[src/verilog/nv_ctrl_pkg.sv]
// constants for the data nonvolatile memory write and read control block
package nv_ctrl_pkg;

  // register map, byte offsets on the special function register port
  localparam logic [7:0] DATA_REG_OFFSET = 8'h08;
  localparam logic [7:0] ADDRESS_REG_OFFSET = 8'h09;
  localparam logic [7:0] CONTROL_REG_OFFSET = 8'h88;
  localparam logic [7:0] UNLOCK_PORT_OFFSET = 8'h89;

  // control register field positions
  localparam int READ_GO_BIT = 0;
  localparam int WRITE_GO_BIT = 1;
  localparam int WRITE_ALLOW_BIT = 2;
  localparam int WRITE_ABORT_BIT = 3;
  localparam int WRITE_DONE_BIT = 4;

  // control register reset values; bit 3 is unknown at power-on, taken as zero here
  localparam logic [7:0] CONTROL_POR_VALUE = 8'h00;

  // unlock pattern written to the unlock port
  localparam logic [7:0] UNLOCK_FIRST = 8'h55;
  localparam logic [7:0] UNLOCK_SECOND = 8'haa;

  // array geometry: 64 bytes at locations 0h to 3fh
  localparam int ARRAY_DEPTH = 64;
  localparam int ARRAY_ADDR_W = 6;
  localparam int DATA_W = 8;
  localparam int REG_ADDR_W = 8;

  // timing: reference clock period and default self-timed write duration
  localparam int CLK_PERIOD_NS = 25;
  localparam int WRITE_TIME_NS = 4000000;
  localparam int WRITE_TIMER_W = 24;

  // values that read back where nothing is mapped
  localparam logic [7:0] UNMAPPED_READ = 8'h00;

  // unlock sequence tracker, gray along 55h then aah
  typedef enum logic [1:0] {
    UNLOCK_IDLE = 2'b00,
    UNLOCK_SAW_FIRST = 2'b01,
    UNLOCK_SAW_SECOND = 2'b11
  } unlock_state_e;

endpackage

[src/verilog/nv_write_ctrl.sv]
// data nonvolatile memory control: unlock, self-timed byte write, one-cycle read
//
// How it works
// - launch only after 55h, aah, then go
// - each unlock covers at most one byte write
// - write go refused while write allow clear
// - hardware never clears write allow
// - launched write completes despite allow cleared
// - at finish clear go, set done flag
// - done flag cleared only by software
// - control bits 7:5 zero, fixed reset values
// - warm reset during write sets abort flag
// - go bits only settable, hardware clears
// - read go loads data next cycle
// - 64 bytes, byte write replaces location
//
// The implementer's own choice: the plain strobed port.
`timescale 1ns/100ps

module nv_write_ctrl #(
  parameter int WRITE_TIME_NS = nv_ctrl_pkg::WRITE_TIME_NS
) (
  // clock and power-on reset
  input wire logic ref_clk,
  input wire logic srst,
  // warm resets: external reset pin and watchdog, one level each
  input wire logic external_reset_pin,
  input wire logic watchdog_timer,
  // special function register port
  input wire logic [nv_ctrl_pkg::REG_ADDR_W-1:0] reg_addr,
  input wire logic [nv_ctrl_pkg::DATA_W-1:0] reg_wdata,
  input wire logic reg_wr,
  input wire logic reg_rd,
  output logic [nv_ctrl_pkg::DATA_W-1:0] reg_rdata,
  // status toward the cpu interrupt logic
  output logic write_done_flag,
  output logic write_active
);

  // least write time rounds up, never under one cycle
  localparam int WRITE_CYCLES_RAW =
    (WRITE_TIME_NS + nv_ctrl_pkg::CLK_PERIOD_NS - 1) / nv_ctrl_pkg::CLK_PERIOD_NS;
  localparam int WRITE_CYCLES = (WRITE_CYCLES_RAW < 1) ? 1 : WRITE_CYCLES_RAW;
  localparam logic [nv_ctrl_pkg::WRITE_TIMER_W-1:0] WRITE_LAST =
    nv_ctrl_pkg::WRITE_TIMER_W'(WRITE_CYCLES - 1);

  // not reset: contents stay unknown until a byte is written there
  logic [nv_ctrl_pkg::DATA_W-1:0] cells [nv_ctrl_pkg::ARRAY_DEPTH];

  logic [nv_ctrl_pkg::DATA_W-1:0] nv_data_q;
  logic [nv_ctrl_pkg::DATA_W-1:0] nv_address_q;
  logic write_allow_q;
  logic write_go_q;
  logic read_go_q;
  logic write_done_q;
  logic write_abort_q;
  nv_ctrl_pkg::unlock_state_e unlock_q;
  nv_ctrl_pkg::unlock_state_e unlock_d;
  logic [nv_ctrl_pkg::WRITE_TIMER_W-1:0] timer_q;
  logic [nv_ctrl_pkg::WRITE_TIMER_W-1:0] timer_d;
  logic [nv_ctrl_pkg::ARRAY_ADDR_W-1:0] pend_addr_q;
  logic [nv_ctrl_pkg::DATA_W-1:0] pend_data_q;
  logic [nv_ctrl_pkg::DATA_W-1:0] rdata_q;

  logic warm_reset;
  logic any_access;
  logic wr_data;
  logic wr_address;
  logic wr_control;
  logic wr_unlock;
  logic launch;
  logic finish;
  logic read_launch;
  logic [nv_ctrl_pkg::DATA_W-1:0] control_view;
  logic rd_data;
  logic rd_address;
  logic rd_control;
  logic go_request;
  logic unlock_ready;

  assign warm_reset = external_reset_pin | watchdog_timer;
  assign any_access = reg_wr | reg_rd;

  // address decode for writes
  always_comb begin
    wr_data = 1'b0;
    wr_address = 1'b0;
    wr_control = 1'b0;
    wr_unlock = 1'b0;
    if (reg_wr && reg_addr == nv_ctrl_pkg::DATA_REG_OFFSET) begin
      wr_data = 1'b1;
    end else if (reg_wr && reg_addr == nv_ctrl_pkg::ADDRESS_REG_OFFSET) begin
      wr_address = 1'b1;
    end else if (reg_wr && reg_addr == nv_ctrl_pkg::CONTROL_REG_OFFSET) begin
      wr_control = 1'b1;
    end else if (reg_wr && reg_addr == nv_ctrl_pkg::UNLOCK_PORT_OFFSET) begin
      wr_unlock = 1'b1;
    end
  end

  // address decode for reads; the unlock port keeps nothing to show
  always_comb begin
    rd_data = 1'b0;
    rd_address = 1'b0;
    rd_control = 1'b0;
    if (reg_rd && reg_addr == nv_ctrl_pkg::DATA_REG_OFFSET) begin
      rd_data = 1'b1;
    end else if (reg_rd && reg_addr == nv_ctrl_pkg::ADDRESS_REG_OFFSET) begin
      rd_address = 1'b1;
    end else if (reg_rd && reg_addr == nv_ctrl_pkg::CONTROL_REG_OFFSET) begin
      rd_control = 1'b1;
    end
  end

  assign go_request = wr_control && reg_wdata[nv_ctrl_pkg::WRITE_GO_BIT];
  assign unlock_ready = unlock_q == nv_ctrl_pkg::UNLOCK_SAW_SECOND;

  // launch needs the full unlock just before, allow set, and no write running
  // allow comes from this same write, so one store may both arm and start
  assign launch = go_request && unlock_ready &&
                  reg_wdata[nv_ctrl_pkg::WRITE_ALLOW_BIT] &&
                  !write_go_q;

  assign finish = write_go_q && timer_q == WRITE_LAST;

  assign read_launch = wr_control && reg_wdata[nv_ctrl_pkg::READ_GO_BIT];

  assign control_view = {3'h0, write_done_q, write_abort_q, write_allow_q,
                         write_go_q, read_go_q};

  // unlock tracker; any access between steps breaks the chain, except a repeated 55h before aah
  always_comb begin
    unlock_d = unlock_q;
    if (write_go_q) begin
      unlock_d = nv_ctrl_pkg::UNLOCK_IDLE;
    end else if (any_access) begin
      case (unlock_q)
        nv_ctrl_pkg::UNLOCK_IDLE: begin
          if (wr_unlock && reg_wdata == nv_ctrl_pkg::UNLOCK_FIRST) begin
            unlock_d = nv_ctrl_pkg::UNLOCK_SAW_FIRST;
          end else begin
            unlock_d = nv_ctrl_pkg::UNLOCK_IDLE;
          end
        end
        nv_ctrl_pkg::UNLOCK_SAW_FIRST: begin
          if (wr_unlock && reg_wdata == nv_ctrl_pkg::UNLOCK_SECOND) begin
            unlock_d = nv_ctrl_pkg::UNLOCK_SAW_SECOND;
          end else if (wr_unlock && reg_wdata == nv_ctrl_pkg::UNLOCK_FIRST) begin
            unlock_d = nv_ctrl_pkg::UNLOCK_SAW_FIRST;
          end else begin
            unlock_d = nv_ctrl_pkg::UNLOCK_IDLE;
          end
        end
        default: begin
          // consumed by the very next access, whatever it is
          unlock_d = nv_ctrl_pkg::UNLOCK_IDLE;
        end
      endcase
    end
  end

  // cycles with no access keep the state: cpu code needs them between steps
  always_ff @(posedge ref_clk) begin
    if (srst || warm_reset) begin
      unlock_q <= nv_ctrl_pkg::UNLOCK_IDLE;
    end else begin
      unlock_q <= unlock_d;
    end
  end

  // write allow: only software or a reset moves it
  always_ff @(posedge ref_clk) begin
    if (srst || warm_reset) begin
      write_allow_q <= nv_ctrl_pkg::CONTROL_POR_VALUE[nv_ctrl_pkg::WRITE_ALLOW_BIT];
    end else if (wr_control) begin
      write_allow_q <= reg_wdata[nv_ctrl_pkg::WRITE_ALLOW_BIT];
    end
  end

  // write go: set by launch only, cleared by the timer; allow is not consulted later
  always_ff @(posedge ref_clk) begin
    if (srst || warm_reset) begin
      write_go_q <= nv_ctrl_pkg::CONTROL_POR_VALUE[nv_ctrl_pkg::WRITE_GO_BIT];
    end else if (launch) begin
      write_go_q <= 1'b1;
    end else if (finish) begin
      write_go_q <= 1'b0;
    end
  end

  // self-timed write counter
  always_comb begin
    timer_d = timer_q + nv_ctrl_pkg::WRITE_TIMER_W'(1);
    if (launch || !write_go_q) begin
      timer_d = '0;
    end
  end

  // held at zero while idle so each write starts from a known count
  always_ff @(posedge ref_clk) begin
    if (srst || warm_reset) begin
      timer_q <= '0;
    end else begin
      timer_q <= timer_d;
    end
  end

  // address and data are frozen at launch so software may reuse the registers
  always_ff @(posedge ref_clk) begin
    if (srst) begin
      pend_addr_q <= '0;
      pend_data_q <= '0;
    end else if (launch) begin
      pend_addr_q <= nv_address_q[nv_ctrl_pkg::ARRAY_ADDR_W-1:0];
      pend_data_q <= nv_data_q;
    end
  end

  // byte replaced whole at the end, which stands for erase then program
  always_ff @(posedge ref_clk) begin
    if (finish && !srst && !warm_reset) begin
      cells[pend_addr_q] <= pend_data_q;
    end
  end

  // done flag: set wins over a software clear in the same cycle
  always_ff @(posedge ref_clk) begin
    if (srst || warm_reset) begin
      write_done_q <= nv_ctrl_pkg::CONTROL_POR_VALUE[nv_ctrl_pkg::WRITE_DONE_BIT];
    end else if (finish) begin
      write_done_q <= 1'b1;
    end else if (wr_control) begin
      write_done_q <= reg_wdata[nv_ctrl_pkg::WRITE_DONE_BIT];
    end
  end

  // abort flag survives warm resets and records a write they cut short
  always_ff @(posedge ref_clk) begin
    if (srst) begin
      write_abort_q <= nv_ctrl_pkg::CONTROL_POR_VALUE[nv_ctrl_pkg::WRITE_ABORT_BIT];
    end else if (warm_reset && write_go_q) begin
      write_abort_q <= 1'b1;
    end else if (warm_reset) begin
      write_abort_q <= write_abort_q;
    end else if (wr_control) begin
      write_abort_q <= reg_wdata[nv_ctrl_pkg::WRITE_ABORT_BIT];
    end
  end

  // read go stands one cycle, then hardware drops it
  always_ff @(posedge ref_clk) begin
    if (srst || warm_reset) begin
      read_go_q <= nv_ctrl_pkg::CONTROL_POR_VALUE[nv_ctrl_pkg::READ_GO_BIT];
    end else if (read_launch) begin
      read_go_q <= 1'b1;
    end else begin
      read_go_q <= 1'b0;
    end
  end

  // data register: a software write in the same cycle beats the array load
  always_ff @(posedge ref_clk) begin
    if (srst) begin
      nv_data_q <= '0;
    end else if (wr_data) begin
      nv_data_q <= reg_wdata;
    end else if (read_go_q) begin
      nv_data_q <= cells[nv_address_q[nv_ctrl_pkg::ARRAY_ADDR_W-1:0]];
    end
  end

  always_ff @(posedge ref_clk) begin
    if (srst) begin
      nv_address_q <= '0;
    end else if (wr_address) begin
      nv_address_q <= reg_wdata;
    end
  end

  // read data one cycle after the strobe; unlock port is write-only
  always_ff @(posedge ref_clk) begin
    if (srst) begin
      rdata_q <= nv_ctrl_pkg::UNMAPPED_READ;
    end else if (rd_data) begin
      rdata_q <= nv_data_q;
    end else if (rd_address) begin
      rdata_q <= nv_address_q;
    end else if (rd_control) begin
      rdata_q <= control_view;
    end else begin
      // idle cycles show zero so a stale byte is never taken for fresh
      rdata_q <= nv_ctrl_pkg::UNMAPPED_READ;
    end
  end

  assign reg_rdata = rdata_q;
  assign write_done_flag = write_done_q;
  assign write_active = write_go_q;

endmodule

[config.mk]
export PLATFORM = sky130hd
export DESIGN_NAME = nv_write_ctrl
export DESIGN_NICKNAME = d
export VERILOG_FILES = /design/src/verilog/nv_ctrl_pkg.sv /design/src/verilog/nv_write_ctrl.sv
export SDC_FILE = /design/constraint.sdc
export NUM_CORES = 1
export LEC_CHECK = 0
export CAP_MARGIN = 30
export CORE_MARGIN = 2
export CORE_UTILIZATION = 30
export DETAILED_ROUTE_END_ITERATION = 8
export DONT_BUFFER_PORTS = 1
export GPL_TIMING_DRIVEN = 0
export PLACE_DENSITY = 0.43
export SETUP_SLACK_MARGIN = 0.02
export SLEW_MARGIN = 20
export SYNTH_ARGS = -nofsm -noshare
export SYNTH_HDL_FRONTEND = slang
export SYNTH_SLANG_ARGS = --single-unit
[constraint.sdc]
create_clock -name ref_clk -period 4.13 [get_ports ref_clk]
set_input_delay 0 -clock ref_clk [delete_from_list [all_inputs] [get_ports ref_clk]]
set_output_delay 0 -clock ref_clk [all_outputs]
set_load 0.005 [all_outputs]
# == Word-level counts from Yosys, hierarchy flattened ==
# Memory sizes are Yosys's and may differ from the RTL's. A register that Yosys moved wholly into a read port is not among the register bits.
# Index checks and enable logic that the tools add are counted.
# totals
ff_bits,69
ram_bits,512
input_bits,22
out_inout_bits,10
wordCells,93
memories,1
# mem_list
memory,words,width,read_ports,rd_clocked_by_memory_dff,wr,line_no,rtl
cells,64,8,1,1,1,nv_write_ctrl.sv:48,logic [nv_ctrl_pkg::DATA_W-1:0] cells [nv_ctrl_pkg::ARRAY_DEPTH];
# op_classes
add_sub_neg,1
n_eq_ne,10
n_mux,36
bitwise,2
n_reduce_logical,31
# ops
op,n
2-to-1 mux 8 bit,4
2-to-1 mux 1 bit,27
"adder 24 x 1 -> 24 bit, second input constant",1
"equality test 24 x 18 -> 1 bit, second input constant",1
"equality test 8 bit, second input constant",3
logical AND 1 bit,18
"equality test 8 x 4 -> 1 bit, second input constant",2
2-to-1 mux 6 bit,2
"equality test 8 x 7 -> 1 bit, second input constant",1
nonzero test 2 bit,4
2-to-1 mux 5 bit,1
one-hot mux 2 bit (2 select lines),1
OR reduction 2 bit,2
zero test 1 bit,3
"equality test 2 x 1 -> 1 bit, second input constant",1
"equality test 2 bit, second input constant",1
zero test 2 bit,1
logical OR 1 bit,2
2-to-1 mux 2 bit,1
"!= test 2 x 1 -> 1 bit, second input constant",1
bitwise OR 1 bit,2
AND reduction 2 bit,1

# == Longest topological paths before layout ==
# Gate-level depths: netlist of the first run.
# depth
word_depth,11
depth_mapped,9
ltp_nobuf,6

# == Worst setup path after synthesis of the first run ==
# Ideal clock, no wire load.
# synth_timing
kind,reg2reg
from,"reg write_go_q, in the netlist write_active"
to,"mem cells[62][0] (netlist name), enable pin"
arrival_time_ps,2300
required_ps,3760
setup_slack_ps,1460
path_stages_with_launch,8
synth_period_minus_slack_ps,2670
path_cell_list,dfxtp_1 -> buf_2 -> or4b_2 -> nor3_1 -> and4_1 -> buf_2 -> nand4b_1 -> nor2_1
# synth_between
elab_chain_len,5
# synth_lines
item,line_no,rtl
"start, declared",nv_write_ctrl.sv:53,logic write_go_q;
"start signal, assigned",nv_write_ctrl.sv:183,write_go_q <= nv_ctrl_pkg::CONTROL_POR_VALUE[nv_ctrl_pkg::WRITE_GO_BIT];
logical AND 1 bit,nv_write_ctrl.sv:124,assign finish = write_go_q && timer_q == WRITE_LAST;
logical AND 1 bit (2 in a row),nv_write_ctrl.sv:221,if (finish && !srst && !warm_reset) begin
2-to-1 mux 1 bit,nv_write_ctrl.sv:221,
2-to-1 mux 1 bit (not written as such),nv_write_ctrl.sv:222,cells[pend_addr_q] <= pend_data_q;
"end, declared",nv_write_ctrl.sv:48,
# Every way passes these cells.

# == Worst setup path after layout of the first run ==
# layout_timing
from,"reg write_go_q, in the netlist write_active"
to,"mem cells[63][1] (netlist name), enable pin"
# Same word-level chain as after synthesis.

==> flow_summary.json, run 1 <==
{
  "status": "finished, violations left",
  "violations": "setup timing",
  "grt_pass1_vias": 12400,
  "power_density_nw_per_um2": 452.7,
  "crit_required_ns": 4.35,
  "yosysSeqAreaShare_pct": 73.64,
  "worstMarginPinSlew_ns": 1.119,
  "fin_crit_ns": 4.225,
  "yosys.cell_types.count": 53,
  "path_clk_slew_ns": 0.06,
  "synth_commonest_cells": "512 x edfxtp_1, 140 x mux2i_1, 129 x nor2_1",
  "first_pass_iters": 7,
  "dp_cells": 2261,
  "synthCells": 1276,
  "cp_max_fo": 9,
  "fin_nets": 1414,
  "crit_path_cell_trace": "buf_2 -> or4b_2 -> nor3_1 -> and4_1 -> buf_2 -> nand4_1 -> nor2_1",
  "yosys.area.top_type": "edfxtp_1",
  "fin_cells": 2421,
  "setup_viol": 39,
  "peakVddDrop_mv": 0.2210,
  "initial_utilization_pct": 30.22,
  "start_kind": "register",
  "vias": 12180,
  "die_h_um": 280.4,
  "cts_tree": "built",
  "min_from": "reg_addr[1]",
  "arrival_ns": 4.44,
  "fmax_ghz": 0.2367,
  "cts_buffer_depth": 3,
  "gp_congestion": 0.7985,
  "drt-wirelength-per-cell_um": 26.02,
  "first_iter_violations": 1160,
  "cts_made_buffers": 68,
  "async_flop_share_pct": 0,
  "grt_max_degree": 66,
  "synth_edf_count": 512,
  "synth.area.top_cells": "edfxtp_1 67%, mux4_2 8.6%, dfxtp_1 6.6%",
  "worst-path-buf-inv": 2,
  "critPathSlowestCell": "nor2_1",
  "slew_headroom_pct": 25.18,
  "synth_top_flop_cell": "edfxtp_1",
  "design.core.area_um2": 75820,
  "cts_root_buffer": "clkbuf_16",
  "final.setup.worst_slack_ns": -0.09511,
  "yosys.area.top_type_share_pct": 67.09,
  "drc": 0,
  "cts_sinks": 587,
  "crit_path_end_kind": "register",
  "finClkSkew_ns": 0.02264,
  "grt_setup_unrepaired": "true",
  "cts.htree.levels": 3,
  "overflow": 0,
  "ant_nets": 0,
  "die_area_um2": 78620,
  "min_path_type": "in -> reg",
  "synth.most_common_cell": "edfxtp_1",
  "cp_common_cell": "buf_2",
  "startpoint": "write_active",
  "dp_hpwl_um": 40340,
  "timing_worst_setup_path_type": "reg -> reg",
  "viasPerCell": 5.032,
  "synth_nets": 1299,
  "max_stage_delay_ns": 1.09,
  "path_delay_family": "simple AND/OR/NAND/NOR gates",
  "slew_viol_final": 0,
  "grt_usage_pct": 16.13,
  "leakagePower_uw": 0.009285,
  "drive_above_1_share_pct": 18.31,
  "r2r-start": "write_active",
  "ios": 32,
  "fp.dieW_um": 280.4,
  "wl_um": 62990,
  "syn_to_final_growth_pct": 17.01,
  "antenna_found_initial": 1,
  "ys_warn_count": 0,
  "cap_violations": 0,
  "ys_seq_elements": 587,
  "syn_avg_cell_area_um2": 17.96,
  "grt_pass1_wl_um": 89940,
  "finalCritPeriodShare_pct": 102.3,
  "port_buffers": 0,
  "syn-cell-area_um2": 22920,
  "fin_setup_tns_ns": -1.412,
  "core.rowCount": 101,
  "final_hold_viol_count": 0,
  "clk_latency_ns": 0.61
}
[registers in the layout, summed over array words and instances, names as in the netlist, named ones only]
name	count
cells	512
nv_address_q	8
nv_data_q	8
pend_addr_q	6
pend_data_q	8
read_go_q	1
reg_rdata	8
timer_q	24
unlock_q	2
write_abort_q	1
write_active	1
write_allow_q	1
write_done_flag	1
[cell usage in the layout, fill, tap and decap left out, types with 8 or more instances in the layout]
cell type	netlist	layout
edfxtp_1	512	512
o21ai_0	11	11
mux2i_1	140	140
buf_4	5	10
nor2_2	0	21
xnor2_1	8	8
xor2_1	12	12
nand4_1	8	8
nand3_1	20	20
dfxtp_4	0	8
clkbuf_16	0	70
nor2_1	129	108
buf_2	25	27
nor3b_1	8	8
a221oi_1	8	8
mux4_2	88	88
dfxtp_1	75	67
a22oi_1	41	41
a21oi_1	25	25
dlygate4sd3_1	0	34
clkbuf_1	28	54
nor3_1	10	10
o221ai_1	8	8
nand2_1	16	16
clkinv_1	0	8
a22o_1	8	8
[worst paths after layout]
| path | to | slack [ns] | cells after the start |
|---|---|---|---|
| max reg2reg | cells[63][1] | -0.1 | 7 |
| max | cells[63][1] | -0.1 | 7 |
| min reg2reg | timer_q[0] | 0.47 | 1 |
| min | reg_rdata[1] | 0.06 | 4 |
[through the flow]
step | setup WS [ns] | power, uW | instance area, um^2 | util [%] | hold slack (ns)
after global placement | -0.1043 | 6502 | 24140 | 31.84 | 0.1518
after floorplan | 1.460 | 6494 | 22920 | - | 0.1422
after detailed placement | -0.07769 | 6497 | 24300 | 32.05 | 0.1516
final | -0.09511 | 12140 | 26820 | 35.37 | 0.05784
after CTS | -0.06312 | 12270 | 26740 | 35.27 | 0.006987
after global routing | -0.1846 | 12500 | 26810 | 35.36 | 0.07067
[what timing repair did]
item / 4_1_cts / 5_1_grt
resized for setup: 2 / 16
setup buffers: 0 / 0
setup endpoints to repair: 120 / 172
endpoints found under the hold margin: 54 / 0
pin swaps: 0 / 0
hold buffers: 34 / 0
[per-layer routing]
metal	global-route usage [%]	part of all wire [%]	wire length (um)
met2	25.77	47	29610
met5	0	0	0
met1	22.60	46	29260
met3	2.815	4.1	2591
met4	4.566	2.4	1528
[tightest hold or removal path: cells and delay by family]
kind	cells	cell delay, ns
AND/OR/NAND/NOR	3	0.32
AO/OA/AOI/OAI	1	0.28
[report_power, final]
part	total [uW]	switching [uW]	internal, uW
sequential	6350	0.299	6350
clock	5740	2370	3380
combinational	47.2	27.4	19.8
[area by class of cell]
cell class	instances	area, um^2
clock buffers	96	1849
multi-input cells	618	5764
flip-flops and latches	587	16910
repair buffers	45	488.0
diodes	1	2.502
inverters	3	11.26
well taps	978	1224
fillers	7139	49010
plain buffers	68	326.6
clock inverters	25	244.0
[kinds of logic after synthesis]
family | Yosys count | share of synthesized area [%]
and+or+nand+nor | 243 | 5.252
DFF | 587 | 73.64
buffers and inverters | 71 | 1.463
AOI/OAI and AO/OA | 122 | 3.866
muxes | 232 | 14.96
xor gates and xnor gates | 20 | 0.7644
adders and majority gates | 1 | 0.05459
Note: power is estimated with default switching activity, not from simulation.
==> inputs of run 2 (changes only) <==
- CORE_MARGIN: 2 -> unset
- clock period: 4.13 -> 4.8 ns (I/O delays scaled with it)
==> run 2 against run 1 <==
  * The run now ends clean
  * Wire length rose by 0.56%
  * Fmax rose by 3.4%
  * Utilization rose by 0.37 points
  * First-iteration DRC count rose by 0.60%
  * Clock power fell by 13%
  * Die area fell by 1.4%
  * Register-to-register slack improved by 0.81 ns
  * Global-route usage rose by 0.35 points
  * Cell area barely moved
  * Largest cell class unchanged
  * Highest routed layer unchanged
==> flow_summary.json, run 2 (same netlist as run 1, synthesis figures left out) <==
{
  "status": "complete, no violations",
  "overflow": 0,
  "vias": 12230,
  "p_seq_share_pct": 52.0,
  "design.core.area_um2": 75070,
  "dp_hpwl_um": 40710,
  "leakagePower_uw": 0.009343,
  "arrival_ns": 4.29,
  "p_int_uw": 8479,
  "cts_buffer_depth": 3,
  "setup_viol": 0,
  "crit_path_cell_trace": "buf_2 -> or4b_2 -> nor3_1 -> and4_1 -> buf_2 -> nand4b_1 -> nor2_1",
  "finalCritPeriodShare_pct": 85.12,
  "cap_violations": 0,
  "fp.dieW_um": 278.4,
  "grt_usage_pct": 16.49,
  "worstMarginPinSlew_ns": 1.007,
  "cts_tree": "built",
  "drive_above_1_share_pct": 17.26,
  "cts_made_buffers": 67,
  "slew_viol_final": 0,
  "ios": 32,
  "syn_to_final_growth_pct": 17.07,
  "final_cell_mix": "512 x edfxtp_1, 140 x mux2i_1, 129 x nor2_1",
  "regMostFlops": "cells",
  "start_kind": "register",
  "initial_utilization_pct": 30.53,
  "slew_headroom_pct": 32.65,
  "fin_cells": 2412,
  "cp_common_cell": "buf_2",
  "fmax_ghz": 0.2448,
  "path_delay_family": "simple AND/OR/NAND/NOR gates",
  "first_pass_iters": 5,
  "top_regs": "cells (512), timer_q (24)",
  "cp_max_fo": 9,
  "design_area_um2": 26830,
  "path_clk_slew_ns": 0.06,
  "core.rowCount": 100,
  "largest_reg_flops": 512,
  "fin_crit_ns": 4.086,
  "crit_path_end_kind": "register",
  "final_hold_viol_count": 0,
  "viasPerCell": 5.071,
  "finClkSkew_ns": 0.01449,
  "power_frac_comb_pct": 0.4,
  "wl_um": 63350,
  "antenna_found_initial": 1,
  "placed_area_um2": 24320,
  "grt_max_degree": 66,
  "crit_required_ns": 5.00,
  "gp_congestion": 0.8251,
  "grt_pass1_vias": 12580,
  "grt_setup_unrepaired": "false",
  "critPathSlowestCell": "nor2_1",
  "final_common_cell": "edfxtp_1",
  "peakVddDrop_mv": 0.2081,
  "timing_worst_setup_path_type": "reg -> reg",
  "die_h_um": 278.4,
  "clk_latency_ns": 0.59,
  "cts_sinks": 587,
  "power_density_nw_per_um2": 391.6,
  "power.share.clock_pct": 47.6,
  "fin_nets": 1415,
  "port_buffers": 0,
  "dp_cells": 2255,
  "sw_frac_of_total_pct": 19.30,
  "cts_root_buffer": "clkbuf_16",
  "max_stage_delay_ns": 1.02,
  "drc": 0,
  "drt-wirelength-per-cell_um": 26.26,
  "switching_power_uw": 2028,
  "fin_setup_tns_ns": 0,
  "first_iter_violations": 1167,
  "cts.htree.levels": 3,
  "min_path_type": "in -> reg",
  "ant_nets": 0,
  "insertedDiodeCount": 0,
  "die_area_um2": 77500,
  "worst-path-buf-inv": 2,
  "grt_pass1_wl_um": 90910
}
[run 2: changes by cell type in the layout (fill, tap and decap cells not counted), sizes merged]
cell    delta
diode      -1
clkbuf     -4
inv        -4
clkinv     +8
buf        +1
[run 2: what timing repair did]
item | 4_1_cts | 5_1_grt
setup buffers | 0 | 0
gates resized for setup | 0 | 0
setup endpoints to repair | 0 | 0
endpoints found under the hold margin | 51 | 0
hold buffers | 34 | 0
[run 2: path summary, 6_finish.rpt]
path	end	cells past startpoint	slack, ns	from
max	cells[30][3]	7	0.71	write_active
min	reg_rdata[7]	4	0.03	reg_addr[2]
max reg2reg	cells[30][3]	7	0.71	write_active
min reg2reg	timer_q[0]	1	0.46	timer_q[0]
[run 2: cell type report]
class | count | area, um^2
Clock buffer | 91 | 1914
Inverter | 3 | 11.26
Timing Repair Buffer | 47 | 518.0
Multi-Input combinational cell | 618 | 5712
Tap cell | 969 | 1212
Buffer | 68 | 326.6
Sequential cell | 587 | 16900
Fill cell | 7082 | 48240
Clock inverter | 29 | 231.5
[run 2: worst min-delay path, cell delays in order]
cell	delay, ns
or4b_4	0.12
nor2_1	0.15
a22oi_1	0.24
nor2_1	0.06
[run 2: metrics by stage]
stage               setup slack, ns  total power [uW]  utilization [%]  hold slack (ns)
floorplan                     2.130              5588                -           0.1422
global placement             0.6484              5595            32.14           0.1551
detailed placement           0.6268              5591            32.40           0.1620
CTS                          0.6009             10630            35.71         0.001437
global route                 0.5116             10830            35.74          0.05469
finish                       0.7143             10510            35.74          0.03403
[run 2: layer usage]
layer	GRT usage, %	vias to the layer above	part of all wire (%)
met3	3.022	86	5.1
met2	26.06	304	47
met4	5.327	0	2.3
li1	-	5374	-
met5	0	-	0
met1	22.89	6468	46
[run 2: power groups by stage]
stage	Sequential [uW]	Combinational, uW	Clock [uW]
6_report	5460	40.4	5000
5_1_grt	5460	43.5	5320
4_1_cts	5460	39.9	5130
3_5_place_dp	5570	21.9	0
3_3_place_gp	5570	21.8	0
2_1_floorplan	5570	14.7	0
